==> config.mk <==
export PLATFORM = sky130hd
export DESIGN_NAME = programmed_operator_trap
export DESIGN_NICKNAME = d
export VERILOG_FILES = /design/src/common/pop_trap_pkg.sv /design/src/verilog/programmed_operator_trap.sv
export SDC_FILE = /design/constraint.sdc
export NUM_CORES = 1
export LEC_CHECK = 0
export BUFFER_PORTS_ARGS = -buffer_cell sky130_fd_sc_hd__buf_2
export CORE_MARGIN = 4
export CORE_UTILIZATION = 45
export DETAILED_ROUTE_END_ITERATION = 8
export PLACE_DENSITY_LB_ADDON = 0.25
export SLEW_MARGIN = 20
export SYNTH_ARGS = -nofsm -noshare
export SYNTH_HDL_FRONTEND = slang
export SYNTH_SLANG_ARGS = --single-unit
==> constraint.sdc <==
create_clock -name clk -period 2.25 [get_ports clk]
set_input_delay 0.45 -clock clk [delete_from_list [all_inputs] [get_ports clk]]
set_output_delay 0.45 -clock clk [all_outputs]
set_load 0.05 [all_outputs]
==> src/common/pop_trap_pkg.sv <==
// Constants for the programmed-operator trap sequencer.
// Assumes a 24-bit word, bit 0 the sign (most significant) bit.
package pop_trap_pkg;
    localparam int          WORD_W      = 24;
    localparam int          ADDR_W      = 14;
    // Bit n in word numbering is vector index (WORD_W-1-n)
    localparam int          POP_BIT     = 21;  // word bit 2
    localparam int          IND_BIT     = 14;  // word bit 9
    localparam int          SIGN_BIT    = 23;  // word bit 0
    localparam int          CODE_HI     = 21;  // word bits 2..8
    localparam int          CODE_LO     = 15;
    localparam int          OPC_HI      = 22;  // word bits 1..8
    localparam int          OPC_LO      = 15;
    localparam logic [13:0] SAVE_ADDR   = 14'h0000;
    localparam logic [13:0] RESET_PC    = 14'h0000;
    localparam logic [7:0]  OPC_RETURN  = 8'h29;  // octal 51
    localparam logic [7:0]  OPC_BRANCH  = 8'h01;  // octal 01
    localparam logic [23:0] WORD_ZERO   = 24'h000000;
    typedef enum logic [2:0] {
        ST_FETCH = 3'b000,
        ST_DECODE = 3'b001,
        ST_SAVE  = 3'b011,
        ST_INDIR = 3'b010,
        ST_RET   = 3'b110,
        ST_EXEC  = 3'b111
    } state_t;
endpackage

==> src/verilog/programmed_operator_trap.sv <==
// Fetch, decode and trap sequencer for programmed-operator instructions.
// Assumes a memory answering each request with mem_ack; data valid with the ack.
module programmed_operator_trap (
    input  wire logic        clk,
    input  wire logic        rst_b,
    input  wire logic [23:0] mem_rdata,
    input  wire logic        mem_ack,
    input  wire logic        overflow_set,
    output logic             mem_req_ff,
    output logic             mem_we_ff,
    output logic [13:0]      mem_addr_ff,
    output logic [23:0]      mem_wdata_ff,
    output logic             overflow_ff,
    output logic [13:0]      pc_ff,
    output logic             exec_ff,
    output logic [23:0]      instr_ff
);
    pop_trap_pkg::state_t state_ff, nxt_state;
    logic        nxt_req, nxt_we, nxt_ovf, nxt_exec;
    logic        chain_ff, nxt_chain;
    logic [13:0] nxt_addr, nxt_pc;
    logic [23:0] nxt_wdata, nxt_instr;

    function automatic logic [7:0] opc(input logic [23:0] w);
        opc = w[pop_trap_pkg::OPC_HI:pop_trap_pkg::OPC_LO];
    endfunction

    always_comb begin
        nxt_state = state_ff;
        nxt_req   = 1'b0;
        nxt_we    = 1'b0;
        nxt_addr  = mem_addr_ff;
        nxt_wdata = mem_wdata_ff;
        nxt_ovf   = overflow_ff | overflow_set;
        nxt_pc    = pc_ff;
        nxt_exec  = 1'b0;
        nxt_instr = instr_ff;
        nxt_chain = chain_ff;
        case (state_ff)
            pop_trap_pkg::ST_FETCH: begin
                nxt_req   = 1'b1;
                nxt_addr  = pc_ff;
                if (mem_req_ff && mem_ack) begin
                    nxt_req   = 1'b0;
                    nxt_instr = mem_rdata;
                    nxt_state = pop_trap_pkg::ST_DECODE;
                end
            end
            pop_trap_pkg::ST_DECODE: begin
                if (instr_ff[pop_trap_pkg::POP_BIT]) begin
                    nxt_req   = 1'b1;
                    nxt_we    = 1'b1;
                    nxt_addr  = pop_trap_pkg::SAVE_ADDR;
                    nxt_wdata = pop_trap_pkg::WORD_ZERO;
                    nxt_wdata[pop_trap_pkg::ADDR_W-1:0] = pc_ff;
                    nxt_wdata[pop_trap_pkg::IND_BIT] = 1'b1;
                    nxt_wdata[pop_trap_pkg::SIGN_BIT] = nxt_ovf;
                    nxt_ovf   = 1'b0;
                    nxt_state = pop_trap_pkg::ST_SAVE;
                end else if (opc(instr_ff) == pop_trap_pkg::OPC_RETURN
                             || opc(instr_ff) == pop_trap_pkg::OPC_BRANCH) begin
                    nxt_addr  = instr_ff[pop_trap_pkg::ADDR_W-1:0];
                    if (instr_ff[pop_trap_pkg::IND_BIT]) begin
                        nxt_req   = 1'b1;
                        nxt_chain = 1'b1;
                        nxt_state = pop_trap_pkg::ST_INDIR;
                    end else if (opc(instr_ff) == pop_trap_pkg::OPC_RETURN) begin
                        nxt_req   = 1'b1;
                        nxt_chain = 1'b0;
                        nxt_state = pop_trap_pkg::ST_INDIR;
                    end else begin
                        nxt_chain = 1'b0;
                        nxt_state = pop_trap_pkg::ST_RET;
                    end
                end else begin
                    nxt_exec  = 1'b1;
                    nxt_pc    = 14'(pc_ff + 14'h0001);
                    nxt_state = pop_trap_pkg::ST_EXEC;
                end
            end
            pop_trap_pkg::ST_SAVE: begin
                nxt_req = 1'b1;
                nxt_we  = 1'b1;
                if (mem_ack) begin
                    nxt_req   = 1'b0;
                    nxt_we    = 1'b0;
                    nxt_pc    = {7'h00, instr_ff[pop_trap_pkg::CODE_HI:pop_trap_pkg::CODE_LO]};
                    nxt_state = pop_trap_pkg::ST_FETCH;
                end
            end
            pop_trap_pkg::ST_INDIR: begin
                nxt_req = 1'b1;
                if (mem_ack) begin
                    if (chain_ff) begin
                        // Pointer read: follow while the word is flagged indirect
                        nxt_addr = mem_rdata[pop_trap_pkg::ADDR_W-1:0];
                        if (!mem_rdata[pop_trap_pkg::IND_BIT]) begin
                            nxt_chain = 1'b0;
                            if (opc(instr_ff) != pop_trap_pkg::OPC_RETURN) begin
                                nxt_req   = 1'b0;
                                nxt_state = pop_trap_pkg::ST_RET;
                            end
                        end
                    end else begin
                        // Return word read at the effective address
                        nxt_req   = 1'b0;
                        nxt_wdata = mem_rdata;
                        nxt_state = pop_trap_pkg::ST_RET;
                    end
                end
            end
            pop_trap_pkg::ST_RET: begin
                if (opc(instr_ff) == pop_trap_pkg::OPC_RETURN) begin
                    nxt_pc  = 14'(mem_wdata_ff[pop_trap_pkg::ADDR_W-1:0] + 14'h0001);
                    nxt_ovf = overflow_ff | mem_wdata_ff[pop_trap_pkg::SIGN_BIT];
                end else begin
                    nxt_pc = mem_addr_ff;
                end
                nxt_state = pop_trap_pkg::ST_FETCH;
            end
            pop_trap_pkg::ST_EXEC: begin
                nxt_state = pop_trap_pkg::ST_FETCH;
            end
            default: begin
                nxt_state = pop_trap_pkg::ST_FETCH;
            end
        endcase
    end

    always_ff @(posedge clk or negedge rst_b) begin
        if (!rst_b) begin
            state_ff     <= pop_trap_pkg::ST_FETCH;
            mem_req_ff   <= 1'b0;
            mem_we_ff    <= 1'b0;
            mem_addr_ff  <= pop_trap_pkg::SAVE_ADDR;
            mem_wdata_ff <= pop_trap_pkg::WORD_ZERO;
            overflow_ff  <= 1'b0;
            pc_ff        <= pop_trap_pkg::RESET_PC;
            exec_ff      <= 1'b0;
            instr_ff     <= pop_trap_pkg::WORD_ZERO;
            chain_ff     <= 1'b0;
        end else begin
            state_ff     <= nxt_state;
            mem_req_ff   <= nxt_req;
            mem_we_ff    <= nxt_we;
            mem_addr_ff  <= nxt_addr;
            mem_wdata_ff <= nxt_wdata;
            overflow_ff  <= nxt_ovf;
            pc_ff        <= nxt_pc;
            exec_ff      <= nxt_exec;
            instr_ff     <= nxt_instr;
            chain_ff     <= nxt_chain;
        end
    end
endmodule // programmed_operator_trap

# After elaboration in Yosys (flattened, before gate mapping)
# Cells that the tools add are included.
[word_totals]
regBits = 84
output_inout_bits = 80
input_bits = 28
latchBits = 0
rom_bits = 0
mem_bits_rw = 0
memories = 0
[classes]
reduce_logical = 12
add_sub_neg = 2
n_eq_ne = 19
n_shift = 0
multipliers = 0
muxes = 51
n_bitwise = 2
magnitude_cmp = 0
div = 0
[op_table]
columns = ["operator", "n"]
rows = [
  ["$mux 14", 8],
  ["$pmux 14 s3", 2],
  ["$mux 24", 3],
  ["$pmux 24 s2", 1],
  ["$mux 3", 10],
  ["$add 14x1->14 const B", 2],
  ["$mux 1", 22],
  ["$ne 2x2->1 const B", 9],
  ["$reduce_and 4->1", 4],
  ["$pmux 3 s4", 1],
  ["$ne 3x3->1 const B", 3],
  ["$eq 8x1->1 const B", 1],
  ["$eq 8x6->1 const B", 1],
  ["$ne 8x6->1 const B", 1],
  ["$eq 3x2->1 const B", 2],
  ["$pmux 1 s2", 3],
  ["$reduce_bool 3->1", 2],
  ["$reduce_and 5->1", 1],
  ["$pmux 1 s4", 1],
  ["$eq 3x1->1 const B", 1],
  ["$eq 3x3->1 const B", 1],
  ["$logic_not 3->1", 1],
  ["$or 1x1->1", 2],
  ["$reduce_and 2->1", 1],
  ["other kinds (3)", 3],
]

# Logic depth before layout (Yosys ltp)
# Gate-level depths: netlist of run 1.
[logic_depth]
word_depth = 6
ltp_mapped = 8

# Worst setup path after synthesis of run 1
# Ideal clock, no wire load.
[synth_path]
path_type = "reg-to-reg"
start = "register instr_ff[21]"
end = "register mem_addr_ff[2]"
period_less_slack_ns = 2.624
setup_time_ns = 0.073
path_stages_with_launch = 9
slack_ns = -0.374
t_arrival_ns = 2.550
required_time_ns = 2.177
path_cell_list = "dfrtp_1 or4b_1 clkbuf_2 o41a_1 buf_6 a211oi_4 buf_6 nor2_1 a21oi_2"
[synth_via]
elab_chain_len = 4
[synth_lines]
columns = ["element", "line_no", "text"]
rows = [
  ["from (decl)", "programmed_operator_trap.sv:16", "output logic [23:0] instr_ff"],
  ["from (signal assigned)", "programmed_operator_trap.sv:140", "instr_ff <= pop_trap_pkg::WORD_ZERO;"],
  ["from (signal assigned)", "programmed_operator_trap.sv:151", "instr_ff <= nxt_instr;"],
  ["$eq 8x6->1 / $eq 8x1->1 (equally long branches)", "programmed_operator_trap.sv:60, programmed_operator_trap.sv:61", ""],
  ["$logic_or 1x1->1", "programmed_operator_trap.sv:61", "|| opc(instr_ff) == pop_trap_pkg::OPC_BRANCH) begin"],
  ["$ne 3x3->1 (no line)", "--", ""],
  ["$reduce_and 4->1 (no line)", "--", ""],
  ["to (signal assigned)", "programmed_operator_trap.sv:135", "mem_addr_ff <= pop_trap_pkg::SAVE_ADDR;"],
  ["to (signal assigned)", "programmed_operator_trap.sv:146", "mem_addr_ff <= nxt_addr;"],
  ["to (decl)", "programmed_operator_trap.sv:11", "output logic [13:0] mem_addr_ff,"],
]
# Several ways; a longest one is shown, not always the timed one.
# A chain may end at the register's enable or synchronous reset.

# Worst setup path in the final report of run 1
# Ends and elaborated chain as after synthesis.

==> results of run 1 <==
timing repair:
item | CTS | global route
gates cloned | 0 | 0
setup buffers | 1 | 0
endpoints found under the setup margin | 1 | 8
pin swaps | 3 | 0
gates resized for setup | 1 | 2
metrics by stage:
stage / hold slack [ps] / setup slack [ps] / util (%) / TNS, ps / std cells
CTS: 105 / 56.9 / 56.8 / 0 / 728
finish: 88.0 / 106 / 56.8 / 0 / 728
global route: 135 / 10.0 / 56.8 / 0 / 728
floorplan: 154 / -127 / - / -2420 / 471
global placement: 446 / 60.6 / 54.8 / 0 / 712
detailed placement: 458 / -24.8 / 54.8 / -24.8 / 712
worst register-to-register path: cells and delay by family (launching register included):
family	cells	cell delay [ps]
compound gates	3	780
flops	1	410
buf+inv	1	240
simple gates	2	640
sequential cells by signal, summed over array words and instances, names as in the netlist:
signal and cells:
mem_req_ff 1, state_ff 3, overflow_ff 1, pc_ff 14
mem_addr_ff 14, chain_ff 1, exec_ff 1, mem_wdata_ff 24
instr_ff 24, mem_we_ff 1
cell usage after synthesis, types with 3 or more instances:
master and instances:
nand3_1 25, o21a_1 4, o211ai_1 3, nor2_1 46, buf_6 3, a21oi_1 23, a22o_1 6, nand2b_1 4
a21oi_2 6, and4_1 4, dfrtp_1 84, o221ai_1 3, nor3_1 5, mux2_2 27, and3_1 3, inv_1 4
nand4_1 5, o21ai_0 29, a21o_1 3, xnor2_1 4, a31oi_1 17, a222oi_1 15, o21bai_1 4, clkbuf_1 28
nand2_1 62, xor2_1 8, nor2b_1 8
final cells by class:
| type | count | share of cell area [%] |
|---|---|---|
| multi-input cells | 350 | 40.3 |
| flip-flops and latches | 84 | 38.1 |
| repair buffers | 141 | 14.9 |
| well taps | 133 | 3.01 |
| clock buffers | 12 | 2.99 |
| clock inverters | 4 | 0.407 |
| inverters | 4 | 0.271 |
how the worst max path moves through the flow:
stage	slack (ps)	cells after the start	to	from
final	110	6	mem_addr_ff[2]	instr_ff[21]
after CTS	60	4	pc_ff[5]	instr_ff[21]
after detailed placement	-20	6	pc_ff[1]	instr_ff[17]
after global routing	10	6	mem_addr_ff[4]	instr_ff[21]
after global placement	60	6	pc_ff[1]	instr_ff[17]
after floorplan	-130	8	mem_addr_ff[2]	instr_ff[17]
logic make-up (layout without fill, tap and decap cells):
family / Yosys count / count (layout)
xor+xnor: 12 / 12
compound gates: 128 / 128
fa+ha+maj: 2 / 2
mux: 28 / 28
simple gates: 180 / 180
flops: 84 / 84
buf+inv: 37 / 161
metal layers:
| metal | track usage, % | up-vias | wire, um |
|---|---|---|---|
| met5 | 0 | - | 0 |
| met4 | 9.74 | 0 | 333 |
| met3 | 3.48 | 31 | 1090 |
| met2 | 37.5 | 212 | 6230 |
| met1 | 35.0 | 2109 | 5990 |
| li1 | - | 1963 | - |
==> impl_metrics.tcl, run 1 <==
set metrics [dict create \
    outcome "complete, no violations" \
    netlist_top_cells_area "dfrtp_1, mux2_2, nand2_1" \
    num_antenna_cells 0 \
    num_rows 36 \
    grt_overflow 0 \
    fin_area_um2 5530 \
    r2r_cells 6 \
    setup_violations 0 \
    fin_crit_sh_pct 95.3 \
    r2r-end "mem_addr_ff[2]" \
    fin_nets 620 \
    cts_buffers 9 \
    vias 4315 \
    max_clock_freq_mhz 466 \
    yosysUniqueCellTypes 55 \
    worst_hold_path_type "primary input to async pin" \
    synthFlopType "dfrtp_1" \
    ctsHtreeMaxLevel 3 \
    reg2reg_slack_ps 110 \
    syn_area_per_cell_um2 9.46 \
    cp-start-kind "flip-flop" \
    fillers 906 \
    grt_pass1_wl_um 22200 \
    routabilityCongestion 0.859 \
    vias_per_cell 5.93 \
    antenna_found_initial 0 \
    skew_ps 14.2 \
    grt_start_max_net_pins 46 \
    wl_um 13700 \
    rsz0062_at_grt "false" \
    synthArstFlopShare_pct 100 \
    max_stage_delay_ps 560 \
    drv_cap 0 \
    cts_tree "built" \
    wire_per_inst_um 18.8 \
    synth_compound_area_share_pct 20.1 \
    dr.pass1.iters 8 \
    synth_xor_area_share_pct 2.36 \
    syn_to_final_growth_pct 24.1 \
    period_needed_ps 2140 \
    clock_path_buffers 2 \
    worstSetupPathType "flip-flop to flip-flop" \
    synth-simple-area-share_pct 19.1 \
    post-dp-hpwl_um 9720 \
    clock_sinks 84 \
    syn_nets 501 \
    clk_pin_slew_ps 90 \
    critPathMaxFanout 28 \
    end_kind "flip-flop" \
    drc 0 \
    yosysSeqAreaShare_pct 47.2 \
    drive_above_1_share_pct 35.1 \
    cts_root_buf "clkbuf_8" \
    final_common_cell "buf_2" \
    critical_path_buf_inv_count 1 \
    drt_iter0_drc 378 \
    io_buffers 107 \
    hold_viol 0 \
    die_height_um 108 \
    fp.dieArea_um2 11600 \
    cp_top_family "compound AO/OA/AOI/OAI gates" \
    netlist.top_cell.by_area "dfrtp_1" \
    core_area_um2 9730 \
    ant_nets 0 \
    critPathSlowestCell "or4b_4" \
    seqCellArea_um2 2110 \
    clk_latency_ps 360 \
    grt_pass1_vias 4325 \
    initial_utilization_pct 45.8 \
    slew_headroom_pct 56.6 \
    yosysWarnings 0 \
    netlist_area_um2 4460 \
    synth_edf_count 0 \
    synthMuxAreaShare_pct 7.05 \
    syn_inst 471 \
    tightest_slew_ps 646 \
    placed_area_um2 5330 \
    track_usage_pct 24.5 \
    synth_top_family_by_area "compound AO/OA/AOI/OAI gates" \
    synth_top_cell_area_share_pct 47.2 \
    crit_required_ps 2530 \
    multi_input_area_um2 2230 \
    ios 108 \
    cts_hold_buffers 0 \
    ys_ff_latch 84 \
    die_w_um 108 \
    slew_viol_final 0 \
    layout_common_cells "buf_2, dfrtp_1, nand2_1, nor2_1, buf_4" \
    crit_path_cell_trace "or4b_4, o41a_1, a211oi_4, buf_12, nor2_1, a21oi_2" \
    synth_adder_area_share_pct 0.561 \
    worstReg2RegStart "instr_ff[21]" \
    cp.arrival_ps 2430 \
]
Power of run 1 is not shown: default switching activity piles up to over one toggle a cycle in this logic, so the estimate is an artifact.
==> inputs of run 2 (changes only) <==
- CORE_UTILIZATION: 45 -> 49
- RECOVER_POWER: unset -> 50
==> run 2 against run 1 <==
  * The flow now finishes with violations (setup timing)
  * Wire length grew 2.7%
  * Critical path depth rose by 1
  * Register-to-register slack lost 110 ps
  * Die area shrank 7.6%
  * Clock skew shrank 4.4 ps
  * Cell count decreased by 1.9%
  * Highest routed layer unchanged
==> impl_metrics.tcl, run 2 (synthesis gave the netlist of run 1 again) <==
set metrics [dict create \
    io_buffers 107 \
    drv_cap 0 \
    antenna_found_initial 0 \
    track_usage_pct 26.2 \
    ant_nets 0 \
    routabilityCongestion 0.915 \
    wl_um 14000 \
    setup_violations 2 \
    clock_sinks 84 \
    end_kind "flip-flop" \
    grt_pass1_vias 4124 \
    use_met3_pct 3.96 \
    worst_hold_path_type "primary input to flip-flop" \
    initial_utilization_pct 50.6 \
    grt_pass1_wl_um 21300 \
    cts_hold_buffers 0 \
    syn_to_final_growth_pct 25.9 \
    cp.arrival_ps 2490 \
    vias_per_cell 6.13 \
    busiest_layer "met2" \
    fin_crit_sh_pct 100 \
    drive_above_1_share_pct 32.0 \
    final_common_cell "buf_2" \
    layout_common_cells "buf_2, dfrtp_1, nand2_1, nor2_1, buf_4" \
    hold_viol 0 \
    num_rows 34 \
    slew_headroom_pct 18.3 \
    post-dp-hpwl_um 9690 \
    slew_viol_final 0 \
    r2r_cells 7 \
    hold_ws_ps 321 \
    setup_ws_ps -3.37 \
    ios 108 \
    cp-start-kind "flip-flop" \
    num_antenna_cells 0 \
    die_w_um 103 \
    clock_path_buffers 2 \
    outcome "complete, but fails checks" \
    dp_slack_ps 26.1 \
    rsz0062_at_grt "true" \
    drc 0 \
    grt_overflow 0 \
    worstSetupPathType "flip-flop to flip-flop" \
    cts_tree "built" \
    cts_root_buf "clkbuf_8" \
    fp.dieArea_um2 10700 \
    vias 4376 \
    fillers 732 \
    wire_per_inst_um 19.6 \
    dr.pass1.iters 8 \
    period_needed_ps 2250 \
    die_height_um 103 \
    violations "setup timing" \
    drt_iter0_drc 352 \
    tightest_slew_ps 1220 \
    cts_buffers 9 \
    max_clock_freq_mhz 444 \
    fin_nets 631 \
    grt_start_max_net_pins 49 \
    use_met1_pct 37.8 \
    critPathMaxFanout 7 \
    clk_latency_ps 360 \
    ctsHtreeMaxLevel 3 \
    crit_required_ps 2490 \
    skew_ps 9.73 \
    largest_registers "instr_ff (24), mem_wdata_ff (24)" \
    core_area_um2 8810 \
    met2_usage_pct 39.8 \
    clk_pin_slew_ps 90 \
    hold_depth 3 \
]
-- run 2: cell types whose count changed in the layout (fill, tap and decap cells not counted), moves of 2 or more --
cell | previous run | this run
clkbuf_1 | 0 | 29
nor2_1 | 46 | 44
buf_4 | 32 | 36
clkbuf_2 | 0 | 2
buf_6 | 1 | 3
bufinv_16 | 0 | 2
clkbuf_16 | 0 | 2
clkinv_2 | 3 | 0
clkbuf_8 | 12 | 10
nor2_2 | 0 | 2
buf_2 | 106 | 80
-- run 2: final cells by class --
cell class              instances  area [um2]  share of cell area (%)
inverters                       4        15.0                   0.267
flip-flops and latches         84        2110                    37.6
multi-input cells             350        2240                    39.9
well taps                     108         135                    2.41
repair buffers                152         890                    15.8
clock buffers                  11         141                    2.52
clock inverters                 5        83.8                    1.49
-- run 2: worst paths after layout --
path	startpoint	end	slack, ps
setup / recovery	instr_ff[17]	mem_addr_ff[6]	-3
hold / removal	mem_rdata[15]	mem_wdata_ff[15]	320
setup reg to reg	instr_ff[17]	mem_addr_ff[6]	-3
hold reg to reg	mem_wdata_ff[22]	mem_wdata_ff[22]	480
max in group asynchronous	rst_b	instr_ff[16]	620
min in group asynchronous	rst_b	mem_we_ff	330
-- run 2: metal layers --
metal	wire (um)	up-vias
met5	0	-
met4	307	0
met3	1100	26
met2	6460	214
met1	6160	2142
li1	-	1994
-- run 2: stage by stage --
| stage | setup TNS, ps | area [um2] | cells | utilization, % |
|---|---|---|---|---|
| 2_1_floorplan | -2420 | 4490 | 471 | - |
| 3_3_place_gp | 0 | 5330 | 691 | 60.5 |
| 3_5_place_dp | 0 | 5330 | 691 | 60.5 |
| 4_1_cts | 0 | 5560 | 707 | 63.1 |
| 5_1_grt | -669 | 5610 | 714 | 63.7 |
| 6_report | -6.36 | 5610 | 714 | 63.7 |
-- run 2: worst max-delay path, cell delays in order (launching register included) --
cell and delay (ps):
dfrtp_2 410, or4b_4 570, o41a_1 370, buf_6 150, a211oi_4 230, buf_4 180
clkbuf_16 160, a21oi_1 60
-- run 2: what timing repair did --
action / CTS / global route
gates resized for setup: 0 / 7
buffers inserted: 0 / 4
endpoints found under the hold margin: 0 / 0
setup endpoints to repair: 0 / 22
Power of run 2 is left out for the same reason.
==> inputs of run 3 (changes only) <==
- PLACE_DENSITY: unset -> 0.73
- PLACE_DENSITY_LB_ADDON: 0.25 -> unset
==> run 3 against run 2 <==
  * The run now ends clean
  * Non-clock buffer count is 10 lower
  * Count of clock-buffer cells in the layout stayed put
  * Cell count is 1.4% lower
  * Via count is 2.3% lower
  * Sequential share of layout area is 1.0 points higher
  * Utilization is 1.7 points lower
  * Worst setup slack better by 130 ps
==> impl_metrics.tcl, run 3 (synthesis gave the netlist of run 1 again) <==
set metrics [dict create \
    outcome "complete, no violations" \
    routabilityCongestion 0.869 \
    grt_start_max_net_pins 36 \
    layout_common_cells "dfrtp_1, buf_2, nand2_1, nor2_1, clkbuf_1" \
    drc 0 \
    wl_um 13200 \
    cts_setup_buffers 0 \
    slew_viol_final 0 \
    cts_buffers 9 \
    largest_registers "instr_ff (24), mem_wdata_ff (24)" \
    num_antenna_cells 0 \
    rsz0062_at_grt "false" \
    die_height_um 103 \
    critical_path_buf_inv_count 2 \
    core_area_um2 8810 \
    clk_pin_slew_ps 80 \
    grt_pass1_wl_um 20900 \
    post-dp-hpwl_um 9480 \
    vias 4274 \
    placed_area_um2 5310 \
    layout.cells.non_filler 704 \
    fin_nets 621 \
    final_util_pct 62.0 \
    cp-start-kind "flip-flop" \
    fin_crit_sh_pct 94.5 \
    fin_area_um2 5460 \
    hold_viol 0 \
    initial_utilization_pct 50.6 \
    cp_top_family "simple AND/OR/NAND/NOR gates" \
    syn_to_final_growth_pct 22.6 \
    clock_path_buffers 2 \
    cts_root_buf "clkbuf_8" \
    slew_headroom_pct 23.4 \
    io_buffers 107 \
    clk_latency_ps 350 \
    dr.pass1.iters 7 \
    cts_hold_buffers 0 \
    fp.dieArea_um2 10700 \
    skew_ps 12.2 \
    place_inst 688 \
    cts_resized 0 \
    r2r_cells 7 \
    worstReg2RegStart "instr_ff[16]" \
    vias_per_cell 6.07 \
    num_rows 34 \
    crit_required_ps 2530 \
    ios 108 \
    drt_iter0_drc 348 \
    critPathMaxFanout 10 \
    final_common_cell "dfrtp_1" \
    max_stage_delay_ps 540 \
    ctsHtreeMaxLevel 3 \
    r2r-end "pc_ff[7]" \
    period_needed_ps 2130 \
    final.setup.tns_ps 0 \
    die_w_um 103 \
    antenna_found_initial 0 \
    cpMostUsedCell "o21ai_0" \
    setup_violations 0 \
    end_kind "flip-flop" \
    grt_overflow 0 \
    worstSetupPathType "flip-flop to flip-flop" \
    reg2reg_slack_ps 120 \
    worst_hold_path_type "primary input to async pin" \
    crit_path_cell_trace "or4b_4, buf_6, nor2_1, buf_4, o21ai_0, o21ai_0, a22o_1" \
    grt_pass1_vias 4012 \
    clock_sinks 84 \
    drv_cap 0 \
    cp.arrival_ps 2410 \
    drive_above_1_share_pct 28.5 \
    wire_per_inst_um 18.8 \
    cts_tree "built" \
    max_clock_freq_mhz 470 \
    tightest_slew_ps 1150 \
    track_usage_pct 25.2 \
    ant_nets 0 \
    critPathSlowestCell "or4b_4" \
]
-- run 3: cell types whose count changed in the layout (fill, tap and decap cells not counted), moves of 2 or more --
cell,delta
or2_4,+2
clkbuf_1,+12
buf_2,-12
clkinv_2,+2
buf_4,-5
buf_6,-2
clkbuf_16,-2
-- run 3: how the worst max path moves through the flow --
stage            startpoint             end  cells after the start
3_5_place_dp   instr_ff[17]        pc_ff[3]                      5
2_1_floorplan  instr_ff[17]  mem_addr_ff[2]                      8
6_report       instr_ff[16]        pc_ff[7]                      7
3_3_place_gp   instr_ff[17]        pc_ff[1]                      6
4_1_cts        instr_ff[17]        pc_ff[1]                      6
5_1_grt        instr_ff[16]       pc_ff[10]                      6
-- run 3: final cells by class --
class,count,area (um2)
multi-input cells,350,2240
flip-flops and latches,84,2110
inverters,4,15.0
clock buffers,11,131
fillers,747,3340
clock inverters,5,77.6
repair buffers,142,761
well taps,108,135
-- run 3: stage by stage --
stage,hold slack [ps],worst slack [ps]
CTS,65.6,3.11
global placement,438,89.0
finish,210,124
global route,276,45.8
floorplan,154,-127
detailed placement,440,38.1
-- run 3: routing by layer --
layer	vias to the layer above	part of all wire, %	track usage, %
met5	-	0	0
met4	0	2.0	8.76
met3	25	8.2	4.29
met2	221	46	37.7
met1	2052	44	37.1
li1	1976	-	-
-- run 3: worst reg2reg max path: stages, from the launching register on --
cell and delay [ps]:
dfrtp_2 420, or4b_4 540, buf_6 140, nor2_1 250, buf_4 250, o21ai_0 100, o21ai_0 200, a22o_1 170
Power of run 3 is left out for the same reason.
